==> config.mk <==
export PLATFORM = sky130hd
export DESIGN_NAME = dws_slave
export DESIGN_NICKNAME = d
export VERILOG_FILES = /design/src/design/dws_pkg.sv /design/src/design/dws_slave.sv
export VERILOG_INCLUDE_DIRS = /design/src /design/src/design
export SDC_FILE = /design/constraint.sdc
export NUM_CORES = 2
export LEC_CHECK = 0
export BUFFER_PORTS_ARGS = -buffer_cell sky130_fd_sc_hd__buf_2
export CAP_MARGIN = 20
export CORE_ASPECT_RATIO = 0.8
export CORE_MARGIN = 1.5
export CORE_UTILIZATION = 45
export CTS_CLUSTER_DIAMETER = 100
export DETAILED_ROUTE_END_ITERATION = 6
export GPL_TIMING_DRIVEN = 1
export PLACE_DENSITY_LB_ADDON = 0.15
export SLEW_MARGIN = 5
export SYNTH_ARGS = -nofsm -noshare
export SYNTH_HDL_FRONTEND = slang
export SYNTH_SLANG_ARGS = --single-unit
==> constraint.sdc <==
create_clock -name sys_clk -period 4.25 [get_ports sys_clk]
set_input_delay 0 -clock sys_clk [delete_from_list [all_inputs] [get_ports sys_clk]]
set_output_delay 0 -clock sys_clk [all_outputs]
set_load 0.05 [all_outputs]
==> src/design/dws_consts.svh <==
`ifndef DWS_CONSTS_SVH
`define DWS_CONSTS_SVH

// register byte offsets on the control bus
`define DWS_OFS_STATUS   8'h00
`define DWS_OFS_TXDATA   8'h04
`define DWS_OFS_RXDATA   8'h08
`define DWS_OFS_MODEM    8'h0c
`define DWS_OFS_USBST    8'h10
`define DWS_OFS_NVADDR   8'h14
`define DWS_OFS_NVDATA   8'h18

// status register fields
`define DWS_ST_TXVALID   0
`define DWS_ST_RXFULL    1
`define DWS_ST_FLUSH     2
`define DWS_ST_ACTIVE    3

// command word bit positions
`define DWS_CW_CMD3      0
`define DWS_CW_CMD2      3
`define DWS_CW_CMD1      5
`define DWS_CW_CMD0      6

// command codes
`define DWS_CMD_WRITE    4'h0
`define DWS_CMD_READ     4'h1
`define DWS_CMD_MSRD     4'h2
`define DWS_CMD_MSWR     4'h3
`define DWS_CMD_FLUSH    4'h4
`define DWS_CMD_NVADDR   4'h5
`define DWS_CMD_NVWR     4'h6
`define DWS_CMD_NVRD     4'h7
`define DWS_CMD_USBST    4'h8

// configuration byte kept at nonvolatile address zero
`define DWS_NV_CFG_ADDR  8'h00
`define DWS_CFG_CPOL     0
`define DWS_CFG_LSB      1
`define DWS_CFG_STATEN   2
`define DWS_CFG_RST      8'h04

// bus responses
`define DWS_RESP_OKAY    2'h0
`define DWS_RESP_SLVERR  2'h2

`endif

==> src/design/dws_pkg.sv <==
package dws_pkg;

  // transfer width, index is log2 of the lane count
  typedef enum logic [1:0] {DWS_W1, DWS_W2, DWS_W4, DWS_W8} dws_width_e;

  // link sequencer states
  typedef enum logic [1:0] {DWS_IDLE, DWS_CMD, DWS_DATA} dws_state_e;

  // lanes carrying one beat of a byte
  function automatic logic [7:0] dws_lanes(input dws_width_e w);
    return 8'((9'h001 << (4'd1 << w)) - 9'h001);
  endfunction

  // bits of the current beat, right aligned on the lanes
  function automatic logic [7:0] dws_beat(input logic [7:0] b, input dws_width_e w,
                                          input logic lsb);
    return lsb ? (b & dws_lanes(w)) : 8'(b >> (4'd8 - (4'd1 << w)));
  endfunction

  // drop the beat just sent
  function automatic logic [7:0] dws_drop(input logic [7:0] b, input dws_width_e w,
                                          input logic lsb);
    return lsb ? 8'(b >> (4'd1 << w)) : 8'(b << (4'd1 << w));
  endfunction

  // merge a received beat into the byte being built
  function automatic logic [7:0] dws_merge(input logic [7:0] b, input logic [7:0] d,
                                           input dws_width_e w, input logic lsb);
    logic [7:0] m;
    m = d & dws_lanes(w);
    return lsb ? (8'(b >> (4'd1 << w)) | 8'(m << (4'd8 - (4'd1 << w))))
               : (8'(b << (4'd1 << w)) | m);
  endfunction

endpackage

==> src/design/dws_slave.sv <==
`include "dws_consts.svh"

module dws_slave
  import dws_pkg::*;
#(
  parameter int NV_DEPTH = 256  // nonvolatile bytes
)(
  input  wire logic        sys_clk,
  input  wire logic        rst_n,
  // control bus
  input  wire logic [7:0]  s_axi_awaddr,
  input  wire logic        s_axi_awvalid,
  output logic             s_axi_awready,
  input  wire logic [31:0] s_axi_wdata,
  input  wire logic [3:0]  s_axi_wstrb,
  input  wire logic        s_axi_wvalid,
  output logic             s_axi_wready,
  output logic [1:0]       s_axi_bresp,
  output logic             s_axi_bvalid,
  input  wire logic        s_axi_bready,
  input  wire logic [7:0]  s_axi_araddr,
  input  wire logic        s_axi_arvalid,
  output logic             s_axi_arready,
  output logic [31:0]      s_axi_rdata,
  output logic [1:0]       s_axi_rresp,
  output logic             s_axi_rvalid,
  input  wire logic        s_axi_rready,
  // link pins
  input  wire logic        link_sclk,
  input  wire logic        link_sel_n,
  input  wire logic [7:0]  bidir_data_lines_in,
  output logic [7:0]       bidir_data_lines_out,
  output logic [7:0]       bidir_data_lines_oe,
  output logic [7:0]       bidir_data_lines_pu,
  output logic             link_miso,
  output logic             link_miso_oe,
  // upstream
  output logic             flush_req
);

  // pin synchronisers, three stages each
  logic [2:0]  sclk_sy;                 // clock samples
  logic [2:0]  sel_sy;                  // select samples
  logic [7:0]  d_s1, d_s2, d_s3;        // data samples
  logic        sclk_f, sclk_q;          // agreed clock level and its last value
  logic        sel_f;                   // agreed select level
  logic [7:0]  d_f;                     // agreed data lines

  // link sequencer
  dws_state_e  state;                   // link phase
  dws_width_e  width;                   // width of this transfer
  logic [3:0]  cmd;                     // command of this transfer
  logic [2:0]  beat;                    // beat within the byte
  logic [7:0]  sh;                      // byte shift register
  logic        ack;                     // answer given for the current byte
  logic        cfg_cpol;                // active idle level
  logic        cfg_lsb;                 // active bit order
  logic        cfg_staten;              // idle status enable

  // pulses from the sequencer to the register side
  logic        put_rx, take_tx, put_ms, put_na, put_nw, put_fl;
  logic [7:0]  put_byte;                // byte that goes with a pulse

  // software visible state
  logic [7:0]  rx_data;                 // last byte written by the master
  logic        rx_full;                 // rx_data not yet read
  logic [7:0]  tx_data;                 // byte offered to the master
  logic        tx_valid;                // tx_data not yet taken
  logic        flush_seen;              // sticky flush flag
  logic [1:0]  ms_out;                  // dtr, rts
  logic [3:0]  ms_in;                   // dcd, ri, dsr, cts
  logic [1:0]  usb_state;               // suspended, default, addressed, configured
  logic [7:0]  sw_nv_addr;              // software pointer into nonvolatile store
  logic [7:0]  link_nv_addr;            // link pointer into nonvolatile store
  logic [7:0]  nv_cfg;                  // configuration byte at address zero
  logic [7:0]  nv_mem [NV_DEPTH];       // rest of the nonvolatile store

  // bus helpers
  logic [7:0]  aw_addr;                 // captured write address
  logic [31:0] w_data;                  // captured write data
  logic [3:0]  w_strb;                  // captured byte enables
  logic        do_wr;                   // both halves held, commit now
  logic        rd_hit;                  // read address taken this cycle

  // edge and byte helpers
  logic        lead, trail;             // driving and sampling clock edges
  logic        last_beat;               // beat closes the byte
  logic        sending;                 // command returns data
  logic        receiving;               // command carries data in
  logic [7:0]  src_byte;                // byte to send for this command
  logic        ack_now;                 // answer for a byte about to start
  logic [7:0]  nsh;                     // shift register after a received beat

  // nonvolatile read helper
  function automatic logic [7:0] nv_read(input logic [7:0] a);
    if (a == `DWS_NV_CFG_ADDR)
      return nv_cfg;
    else if (32'(a) < NV_DEPTH)
      return nv_mem[a];
    else
      return 8'h00;
  endfunction

  // a change counts once the second and third stage agree
  always_ff @(posedge sys_clk)
  begin
    sclk_sy <= {sclk_sy[1:0], link_sclk};
    sel_sy  <= {sel_sy[1:0], link_sel_n};
    d_s1    <= bidir_data_lines_in;
    d_s2    <= d_s1;
    d_s3    <= d_s2;
    if (!rst_n)
    begin
      sclk_f <= 1'b0;
      sclk_q <= 1'b0;
      sel_f  <= 1'b1;
      d_f    <= 8'hff;
    end
    else
    begin
      if (sclk_sy[1] == sclk_sy[2])
        sclk_f <= sclk_sy[2];
      sclk_q <= sclk_f;
      if (sel_sy[1] == sel_sy[2])
        sel_f <= sel_sy[2];
      d_f <= (d_s2 & d_s3) | (d_f & (d_s2 ^ d_s3));
    end
  end

  // the clock is only sampled, so any master rate below a few system clocks works
  // leaving the idle level drives, returning to it samples
  assign lead  = (sclk_f != sclk_q) && (sclk_q == cfg_cpol);
  assign trail = (sclk_f != sclk_q) && (sclk_q != cfg_cpol);

  assign last_beat = (beat == 3'((4'd8 >> width) - 4'd1));
  assign sending   = (cmd == `DWS_CMD_READ) || (cmd == `DWS_CMD_MSRD)
                  || (cmd == `DWS_CMD_NVRD) || (cmd == `DWS_CMD_USBST);
  assign receiving = (cmd == `DWS_CMD_WRITE) || (cmd == `DWS_CMD_MSWR)
                  || (cmd == `DWS_CMD_NVADDR) || (cmd == `DWS_CMD_NVWR);
  assign nsh = dws_merge(sh, d_f, width, cfg_lsb);

  // data the device returns per command
  always_comb
  begin
    case (cmd)
      `DWS_CMD_READ:  src_byte = tx_data;
      `DWS_CMD_MSRD:  src_byte = {6'h00, ms_out};
      `DWS_CMD_NVRD:  src_byte = nv_read(link_nv_addr);
      `DWS_CMD_USBST: src_byte = {6'h00, usb_state};
      default:        src_byte = 8'h00;
    endcase
  end

  // nak when the byte cannot move or the code is unused
  always_comb
  begin
    case (cmd)
      `DWS_CMD_WRITE: ack_now = !rx_full;
      `DWS_CMD_READ:  ack_now = tx_valid;
      default:        ack_now = (cmd <= `DWS_CMD_USBST);
    endcase
  end

  // link sequencer, pins and byte pulses
  always_ff @(posedge sys_clk)
  begin
    put_rx  <= 1'b0;
    take_tx <= 1'b0;
    put_ms  <= 1'b0;
    put_na  <= 1'b0;
    put_nw  <= 1'b0;
    put_fl  <= 1'b0;
    if (!rst_n)
    begin
      state                <= DWS_IDLE;
      width                <= DWS_W1;
      cmd                  <= 4'h0;
      beat                 <= 3'h0;
      sh                   <= 8'h00;
      ack                  <= 1'b0;
      put_byte             <= 8'h00;
      cfg_cpol             <= 1'b0;
      cfg_lsb              <= 1'b0;
      cfg_staten           <= 1'b0;
      bidir_data_lines_out <= 8'h00;
      bidir_data_lines_oe  <= 8'h00;
      bidir_data_lines_pu  <= 8'h00;
      link_miso            <= 1'b0;
      link_miso_oe         <= 1'b0;
    end
    else
    begin
      bidir_data_lines_pu <= 8'hff;
      if (sel_f)
      begin
        // select high: abort anything, reload configuration, show status
        state      <= DWS_IDLE;
        cfg_cpol   <= nv_cfg[`DWS_CFG_CPOL];
        cfg_lsb    <= nv_cfg[`DWS_CFG_LSB];
        cfg_staten <= nv_cfg[`DWS_CFG_STATEN];
        // off keeps shared buses free of contention
        link_miso_oe               <= nv_cfg[`DWS_CFG_STATEN];
        link_miso                  <= tx_valid;
        bidir_data_lines_oe        <= {7'h00, nv_cfg[`DWS_CFG_STATEN]};
        bidir_data_lines_out       <= {7'h00, !rx_full};
      end
      else
      begin
        case (state)
          DWS_IDLE:
          begin
            // release line 0 at once so the bus turns before the first edge
            bidir_data_lines_oe <= 8'h00;
            link_miso_oe        <= 1'b0;
            state               <= DWS_CMD;
          end
          DWS_CMD:
          begin
            if (trail)
            begin
              // whole command word sampled eight wide
              cmd <= {d_f[`DWS_CW_CMD3], d_f[`DWS_CW_CMD2],
                      d_f[`DWS_CW_CMD1], d_f[`DWS_CW_CMD0]};
              // lines 0, 3, 5 and 6 carry command bits, so only flag lines 4, 2, 1 pick width
              if (!d_f[4])
                width <= DWS_W8;
              else if (!d_f[2])
                width <= DWS_W4;
              else if (!d_f[1])
                width <= DWS_W2;
              else
                width <= DWS_W1;
              if ({d_f[0], d_f[3], d_f[5], d_f[6]} == `DWS_CMD_FLUSH)
                put_fl <= 1'b1;
              beat  <= 3'h0;
              state <= DWS_DATA;
            end
          end
          DWS_DATA:
          begin
            if (lead)
            begin
              if (beat == 3'h0)
              begin
                // answer for the byte that starts now
                ack          <= ack_now;
                link_miso    <= ack_now;
                link_miso_oe <= 1'b1;
                if (sending && ack_now)
                begin
                  bidir_data_lines_out <= dws_beat(src_byte, width, cfg_lsb);
                  bidir_data_lines_oe  <= dws_lanes(width);
                  sh                   <= dws_drop(src_byte, width, cfg_lsb);
                end
                else
                  bidir_data_lines_oe <= 8'h00;
              end
              else if (sending && ack)
              begin
                bidir_data_lines_out <= dws_beat(sh, width, cfg_lsb);
                sh                   <= dws_drop(sh, width, cfg_lsb);
              end
            end
            if (trail)
            begin
              if (receiving)
                sh <= nsh;
              if (last_beat)
              begin
                beat     <= 3'h0;
                put_byte <= nsh;
                if (ack)
                begin
                  put_rx  <= (cmd == `DWS_CMD_WRITE);
                  take_tx <= (cmd == `DWS_CMD_READ);
                  put_ms  <= (cmd == `DWS_CMD_MSWR);
                  put_na  <= (cmd == `DWS_CMD_NVADDR);
                  put_nw  <= (cmd == `DWS_CMD_NVWR);
                end
              end
              else
                beat <= beat + 3'h1;
            end
          end
          default:
            state <= DWS_IDLE;
        endcase
      end
    end
  end

  // write channel: hold address and data, commit once both are in
  assign do_wr = !s_axi_awready && !s_axi_wready && !s_axi_bvalid;

  always_ff @(posedge sys_clk)
  begin
    if (!rst_n)
    begin
      s_axi_awready <= 1'b1;
      s_axi_wready  <= 1'b1;
      s_axi_bvalid  <= 1'b0;
      s_axi_bresp   <= `DWS_RESP_OKAY;
      aw_addr       <= 8'h00;
      w_data        <= 32'h0;
      w_strb        <= 4'h0;
    end
    else
    begin
      if (s_axi_awvalid && s_axi_awready)
      begin
        aw_addr       <= s_axi_awaddr;
        s_axi_awready <= 1'b0;
      end
      if (s_axi_wvalid && s_axi_wready)
      begin
        w_data       <= s_axi_wdata;
        w_strb       <= s_axi_wstrb;
        s_axi_wready <= 1'b0;
      end
      if (do_wr)
      begin
        s_axi_bvalid <= 1'b1;
        case (aw_addr)
          `DWS_OFS_STATUS, `DWS_OFS_TXDATA, `DWS_OFS_RXDATA, `DWS_OFS_MODEM,
          `DWS_OFS_USBST, `DWS_OFS_NVADDR, `DWS_OFS_NVDATA:
            s_axi_bresp <= `DWS_RESP_OKAY;
          default:
            s_axi_bresp <= `DWS_RESP_SLVERR;
        endcase
      end
      if (s_axi_bvalid && s_axi_bready)
      begin
        s_axi_bvalid  <= 1'b0;
        s_axi_awready <= 1'b1;
        s_axi_wready  <= 1'b1;
      end
    end
  end

  // read channel, one outstanding read
  assign rd_hit = s_axi_arvalid && s_axi_arready;

  always_ff @(posedge sys_clk)
  begin
    if (!rst_n)
    begin
      s_axi_arready <= 1'b1;
      s_axi_rvalid  <= 1'b0;
      s_axi_rdata   <= 32'h0;
      s_axi_rresp   <= `DWS_RESP_OKAY;
    end
    else if (rd_hit)
    begin
      s_axi_arready <= 1'b0;
      s_axi_rvalid  <= 1'b1;
      s_axi_rresp   <= `DWS_RESP_OKAY;
      case (s_axi_araddr)
        `DWS_OFS_STATUS: s_axi_rdata <= {24'h0, 2'h0, width, !sel_f, flush_seen,
                                         rx_full, tx_valid};
        `DWS_OFS_TXDATA: s_axi_rdata <= {24'h0, tx_data};
        `DWS_OFS_RXDATA: s_axi_rdata <= {24'h0, rx_data};
        `DWS_OFS_MODEM:  s_axi_rdata <= {24'h0, ms_in, 2'h0, ms_out};
        `DWS_OFS_USBST:  s_axi_rdata <= {30'h0, usb_state};
        `DWS_OFS_NVADDR: s_axi_rdata <= {24'h0, sw_nv_addr};
        `DWS_OFS_NVDATA: s_axi_rdata <= {24'h0, nv_read(sw_nv_addr)};
        default:
        begin
          s_axi_rdata <= 32'h0;
          s_axi_rresp <= `DWS_RESP_SLVERR;
        end
      endcase
    end
    else if (s_axi_rvalid && s_axi_rready)
    begin
      s_axi_rvalid  <= 1'b0;
      s_axi_arready <= 1'b1;
    end
  end

  // mailbox bytes; a new event beats a clear in the same cycle
  always_ff @(posedge sys_clk)
  begin
    if (!rst_n)
    begin
      rx_data    <= 8'h00;
      rx_full    <= 1'b0;
      tx_data    <= 8'h00;
      tx_valid   <= 1'b0;
      flush_seen <= 1'b0;
      flush_req  <= 1'b0;
    end
    else
    begin
      flush_req <= put_fl;
      if (put_rx)
      begin
        rx_data <= put_byte;
        rx_full <= 1'b1;
      end
      else if (rd_hit && s_axi_araddr == `DWS_OFS_RXDATA)
        rx_full <= 1'b0;
      if (do_wr && aw_addr == `DWS_OFS_TXDATA && w_strb[0])
      begin
        tx_data  <= w_data[7:0];
        tx_valid <= 1'b1;
      end
      else if (take_tx)
        tx_valid <= 1'b0;
      if (put_fl)
        flush_seen <= 1'b1;
      else if (do_wr && aw_addr == `DWS_OFS_STATUS && w_strb[0] && w_data[`DWS_ST_FLUSH])
        flush_seen <= 1'b0;
    end
  end

  // modem emulation, usb state and nonvolatile pointers
  always_ff @(posedge sys_clk)
  begin
    if (!rst_n)
    begin
      ms_out       <= 2'h0;
      ms_in        <= 4'h0;
      usb_state    <= 2'h0;
      sw_nv_addr   <= 8'h00;
      link_nv_addr <= 8'h00;
    end
    else
    begin
      if (put_ms)
        ms_in <= put_byte[3:0];
      if (put_na)
        link_nv_addr <= put_byte;
      if (do_wr && w_strb[0])
      begin
        case (aw_addr)
          `DWS_OFS_MODEM:  ms_out     <= w_data[1:0];
          `DWS_OFS_USBST:  usb_state  <= w_data[1:0];
          `DWS_OFS_NVADDR: sw_nv_addr <= w_data[7:0];
          default:         ;
        endcase
      end
    end
  end

  // nonvolatile store; the link write wins a same-cycle collision
  always_ff @(posedge sys_clk)
  begin
    if (!rst_n)
      nv_cfg <= `DWS_CFG_RST;
    else if (put_nw && link_nv_addr == `DWS_NV_CFG_ADDR)
      nv_cfg <= put_byte;
    else if (!put_nw && do_wr && aw_addr == `DWS_OFS_NVDATA && w_strb[0]
             && sw_nv_addr == `DWS_NV_CFG_ADDR)
      nv_cfg <= w_data[7:0];
  end

  always_ff @(posedge sys_clk)
  begin
    if (put_nw && 32'(link_nv_addr) < NV_DEPTH)
      nv_mem[link_nv_addr] <= put_byte;
    else if (do_wr && aw_addr == `DWS_OFS_NVDATA && w_strb[0]
             && 32'(sw_nv_addr) < NV_DEPTH)
      nv_mem[sw_nv_addr] <= w_data[7:0];
  end

endmodule

==> impl_metrics.sql <==
INSERT INTO impl_metrics (metric_group, metric, value, unit) VALUES
('route', 'wl_met1', '150', 'mm'),
('timing', 'final.period_utilization', '1.01', ''),
('timing', 'rsz0062_at_grt', 'yes', ''),
('logic_synthesis', 'number_of_cells_produced_by_synthesis', '5808', ''),
('die', 'dieArea', '238000', 'µm²'),
('placed_design', 'numPortBuffers', '83', ''),
('timing', 'setup_slack', '-0.0615', 'ns'),
('placed_design', 'globalplace.congestion', '0.950', ''),
('global_route', 'largest_net_degree_at_the_start_of_global_routing', '101', ''),
('route', 'highest_layer', 'met5', ''),
('route', 'post_drt_wl_per_cell', '38.0', 'µm'),
('die', 'die_h', '437', 'µm'),
('status', 'result_of_the_run', 'finished, violations left', ''),
('logic_synthesis', 'synth.area.top_cells', 'edfxtp_1 58%, mux4_2 24%, dfxtp_1 3.7%, mux2i_1 2.3%, nor2_1 1.4%', ''),
('hold_path', 'timing.hold.worst.class', 'input port to register', ''),
('die', 'initial_core_util', '0.452', ''),
('finish', 'top_register', 'nv_mem', ''),
('finish', 'max_ffs_per_register', '2048', ''),
('critical_path', 'cp_data_arrival_time', '5.09', 'ns'),
('power', 'report.power.total', '43.9', 'mW'),
('finish', 'fill_cells', '18600', ''),
('status', 'violations', 'negative setup slack', ''),
('logic_synthesis', 'synth_warnings', '0', ''),
('critical_path', 'crit_required', '5.03', 'ns'),
('timing', 'pins_over_slew_limit', '0', ''),
('logic_synthesis', 'yosysTopAreaCellShare', '0.580', ''),
('global_route', 'overflow', '0', ''),
('route', 'post_drt_via_cell_ratio', '6.75', ''),
('timing', 'fmax', '232', 'MHz'),
('logic_synthesis', 'synth_commonest_cells', '2,048 x edfxtp_1, 1,111 x mux4_2, 403 x nor2_1', ''),
('logic_synthesis', 'syn-mean-instance-area', '18.3', 'µm²'),
('clock_network', 'numCtsBuffers', '227', ''),
('critical_path', 'worst_setup_path_end_kind', 'register', ''),
('finish', 'flow.area_growth_from_synthesis', '17.0', '%'),
('route', 'wl', '376', 'mm'),
('logic_synthesis', 'yosys.cell_count.top_type', 'edfxtp_1', ''),
('die', 'floorplan.core_area', '234000', 'µm²'),
('clock_network', 'tritoncts', 'done', ''),
('power', 'p_leak', '37.0', 'nW'),
('global_route', 'track_usage', '0.312', ''),
('logic_synthesis', 'number_of_enable_type_register_cells_in_the_synthesized_netlist', '2048', ''),
('route', 'detailroute.wirelength.met2', '165', 'mm'),
('timing', 'period_minus_slack', '4.31', 'ns'),
('finish', 'layout-drive-gt1-share', '0.363', ''),
('power', 'power_per_cell_area', '354', 'nW/µm²'),
('finish', 'layout.core_utilization', '0.529', ''),
('timing', 'finalSetupViolCount', '3', ''),
('logic_synthesis', 'postSynth.asyncResetShare', '0', ''),
('clock_network', 'cts-htree-levels', '4', ''),
('logic_synthesis', 'synth_sequential_area_ratio', '0.617', ''),
('finish', 'seqCellArea', '65400', 'µm²'),
('route', 'detail_route.first_pass.iterations', '7', ''),
('finish', 'multiInputGateArea', '38200', 'µm²'),
('power', 'power.ir.vdd_worst', '0.384', 'mV'),
('die', 'die_w', '546', 'µm'),
('critical_path', 'startpoint_kind_of_the_worst_setup_timing_path', 'register', ''),
('global_route', 'antenna_found_initial', '27', ''),
('route', 'via_count', '66800', ''),
('clock_network', 'insertion_delay', '0.93', 'ns'),
('die', 'io_pins', '137', ''),
('critical_path', 'worstSetupPathType', 'register to register', ''),
('critical_path', 'worst-path-max-fanout', '20', ''),
('clock_network', 'path_clk_slew', '0.06', 'ns'),
('logic_synthesis', 'yosys.cell_types.count', '93', ''),
('timing', 'hold_viol_final', '0', ''),
('route', 'detailroute.wirelength.met3', '47.2', 'mm'),
('clock_network', 'cts-root-buf', 'clkbuf_16', ''),
('timing', 'clock-skew-final', '0.0512', 'ns'),
('placed_design', 'hpwlAfterDp', '257', 'mm'),
('global_route', 'grt_first_pass_wirelength', '520', 'mm'),
('logic_synthesis', 'synth_top_cell_by_area', 'edfxtp_1', '');
routing by layer:
layer	global-route usage	up-vias
li1	-	26000
met1	0.459	35600
met2	0.451	4616
met3	0.0816	661
met4	0.104	20
met5	0	-
cells by family (layout without fill, tap and decap cells):
family / Yosys count / after routing / share of synthesized area
compound gates: 600 / 600 / 0.0401
xor+xnor: 5 / 5 / 0.000413
mux: 1430 / 1430 / 0.272
fa+ha+maj: 13 / 13 / 0.00153
simple gates: 991 / 991 / 0.0423
other cells: 1 / 37 / 0.0000354
flops: 2242 / 2242 / 0.617
buf+inv: 526 / 1442 / 0.0264
critical path: stages, from the launching register on:
cell     delay, ns
dfxtp_4       0.36
buf_12        0.17
buf_16        0.22
buf_12        0.24
mux4_2        0.53
mux4_2        0.58
a31oi_1       0.28
o31a_1        0.33
nand4_1       0.20
buf_4         0.21
a21oi_2       0.20
buf_4         0.19
mux2i_1       0.08
a211o_1       0.31
a31o_1        0.21
power breakdown:
part / switching (mW) / total (mW) / leakage (nW) / internal (mW)
Clock: 8.79 / 19.8 / 3.46 / 11.0
Combinational: 0.201 / 0.329 / 14.5 / 0.128
Sequential: 0.0432 / 23.8 / 19.0 / 23.7
final cells by class:
type | count | share of cell area
sequential | 2242 | 0.528
inverter | 34 | 0.00105
timing repair buffer | 1007 | 0.0742
clock buffer | 280 | 0.0482
tap | 3139 | 0.0317
multi-input combinational | 3065 | 0.308
antenna | 11 | 0.000222
clock inverter | 121 | 0.00903
stage by stage:
stage / std cells / instance area [µm²] / setup slack, ns / hold slack [ns]
after global routing: 9888 / 124000 / -0.00771 / 0.0791
after detailed placement: 9375 / 116000 / -0.587 / 0.104
after global placement: 9374 / 115000 / -0.779 / 0.102
after CTS: 9882 / 124000 / 0.00290 / 0.00205
final: 9899 / 124000 / -0.0615 / 0.119
after floorplan: 5833 / 106000 / -0.300 / 0.0277
worst paths after layout:
kind,slack (ns),to,startpoint,cells after the start
min,0.12,s_axi_rdata[5],s_axi_araddr[7],6
min reg2reg,0.33,sel_sy[1],sel_sy[0],0
max reg2reg,-0.06,bidir_data_lines_out[1],register,14
max,-0.06,bidir_data_lines_out[1],register,14
cells in the final DEF (no fill, tap or decap), types with 27 or more instances in the layout:
master	n
a211oi_1	31
a21oi_1	101
a22oi_1	51
buf_12	113
buf_2	83
buf_4	693
clkbuf_1	45
clkbuf_16	231
clkinv_1	46
clkinv_2	42
dfxtp_1	181
dlygate4sd3_1	103
edfxtp_1	2048
inv_1	27
mux2_2	34
mux2i_1	236
mux4_1	36
mux4_2	1111
nand2_1	257
nand2b_1	35
nand3_1	69
nor2_1	397
nor2b_1	59
nor3_1	36
o21ai_0	80
o22ai_1	64
timing repair:
item,CTS,global route
setup endpoints to repair,81,35
cloned,0,3
hold buffers,103,0
endpoints found under the hold margin,71,0
setup buffers,3,2
pin swaps,0,1
gates resized for setup,15,39
Power figures use the tool's default switching activity.
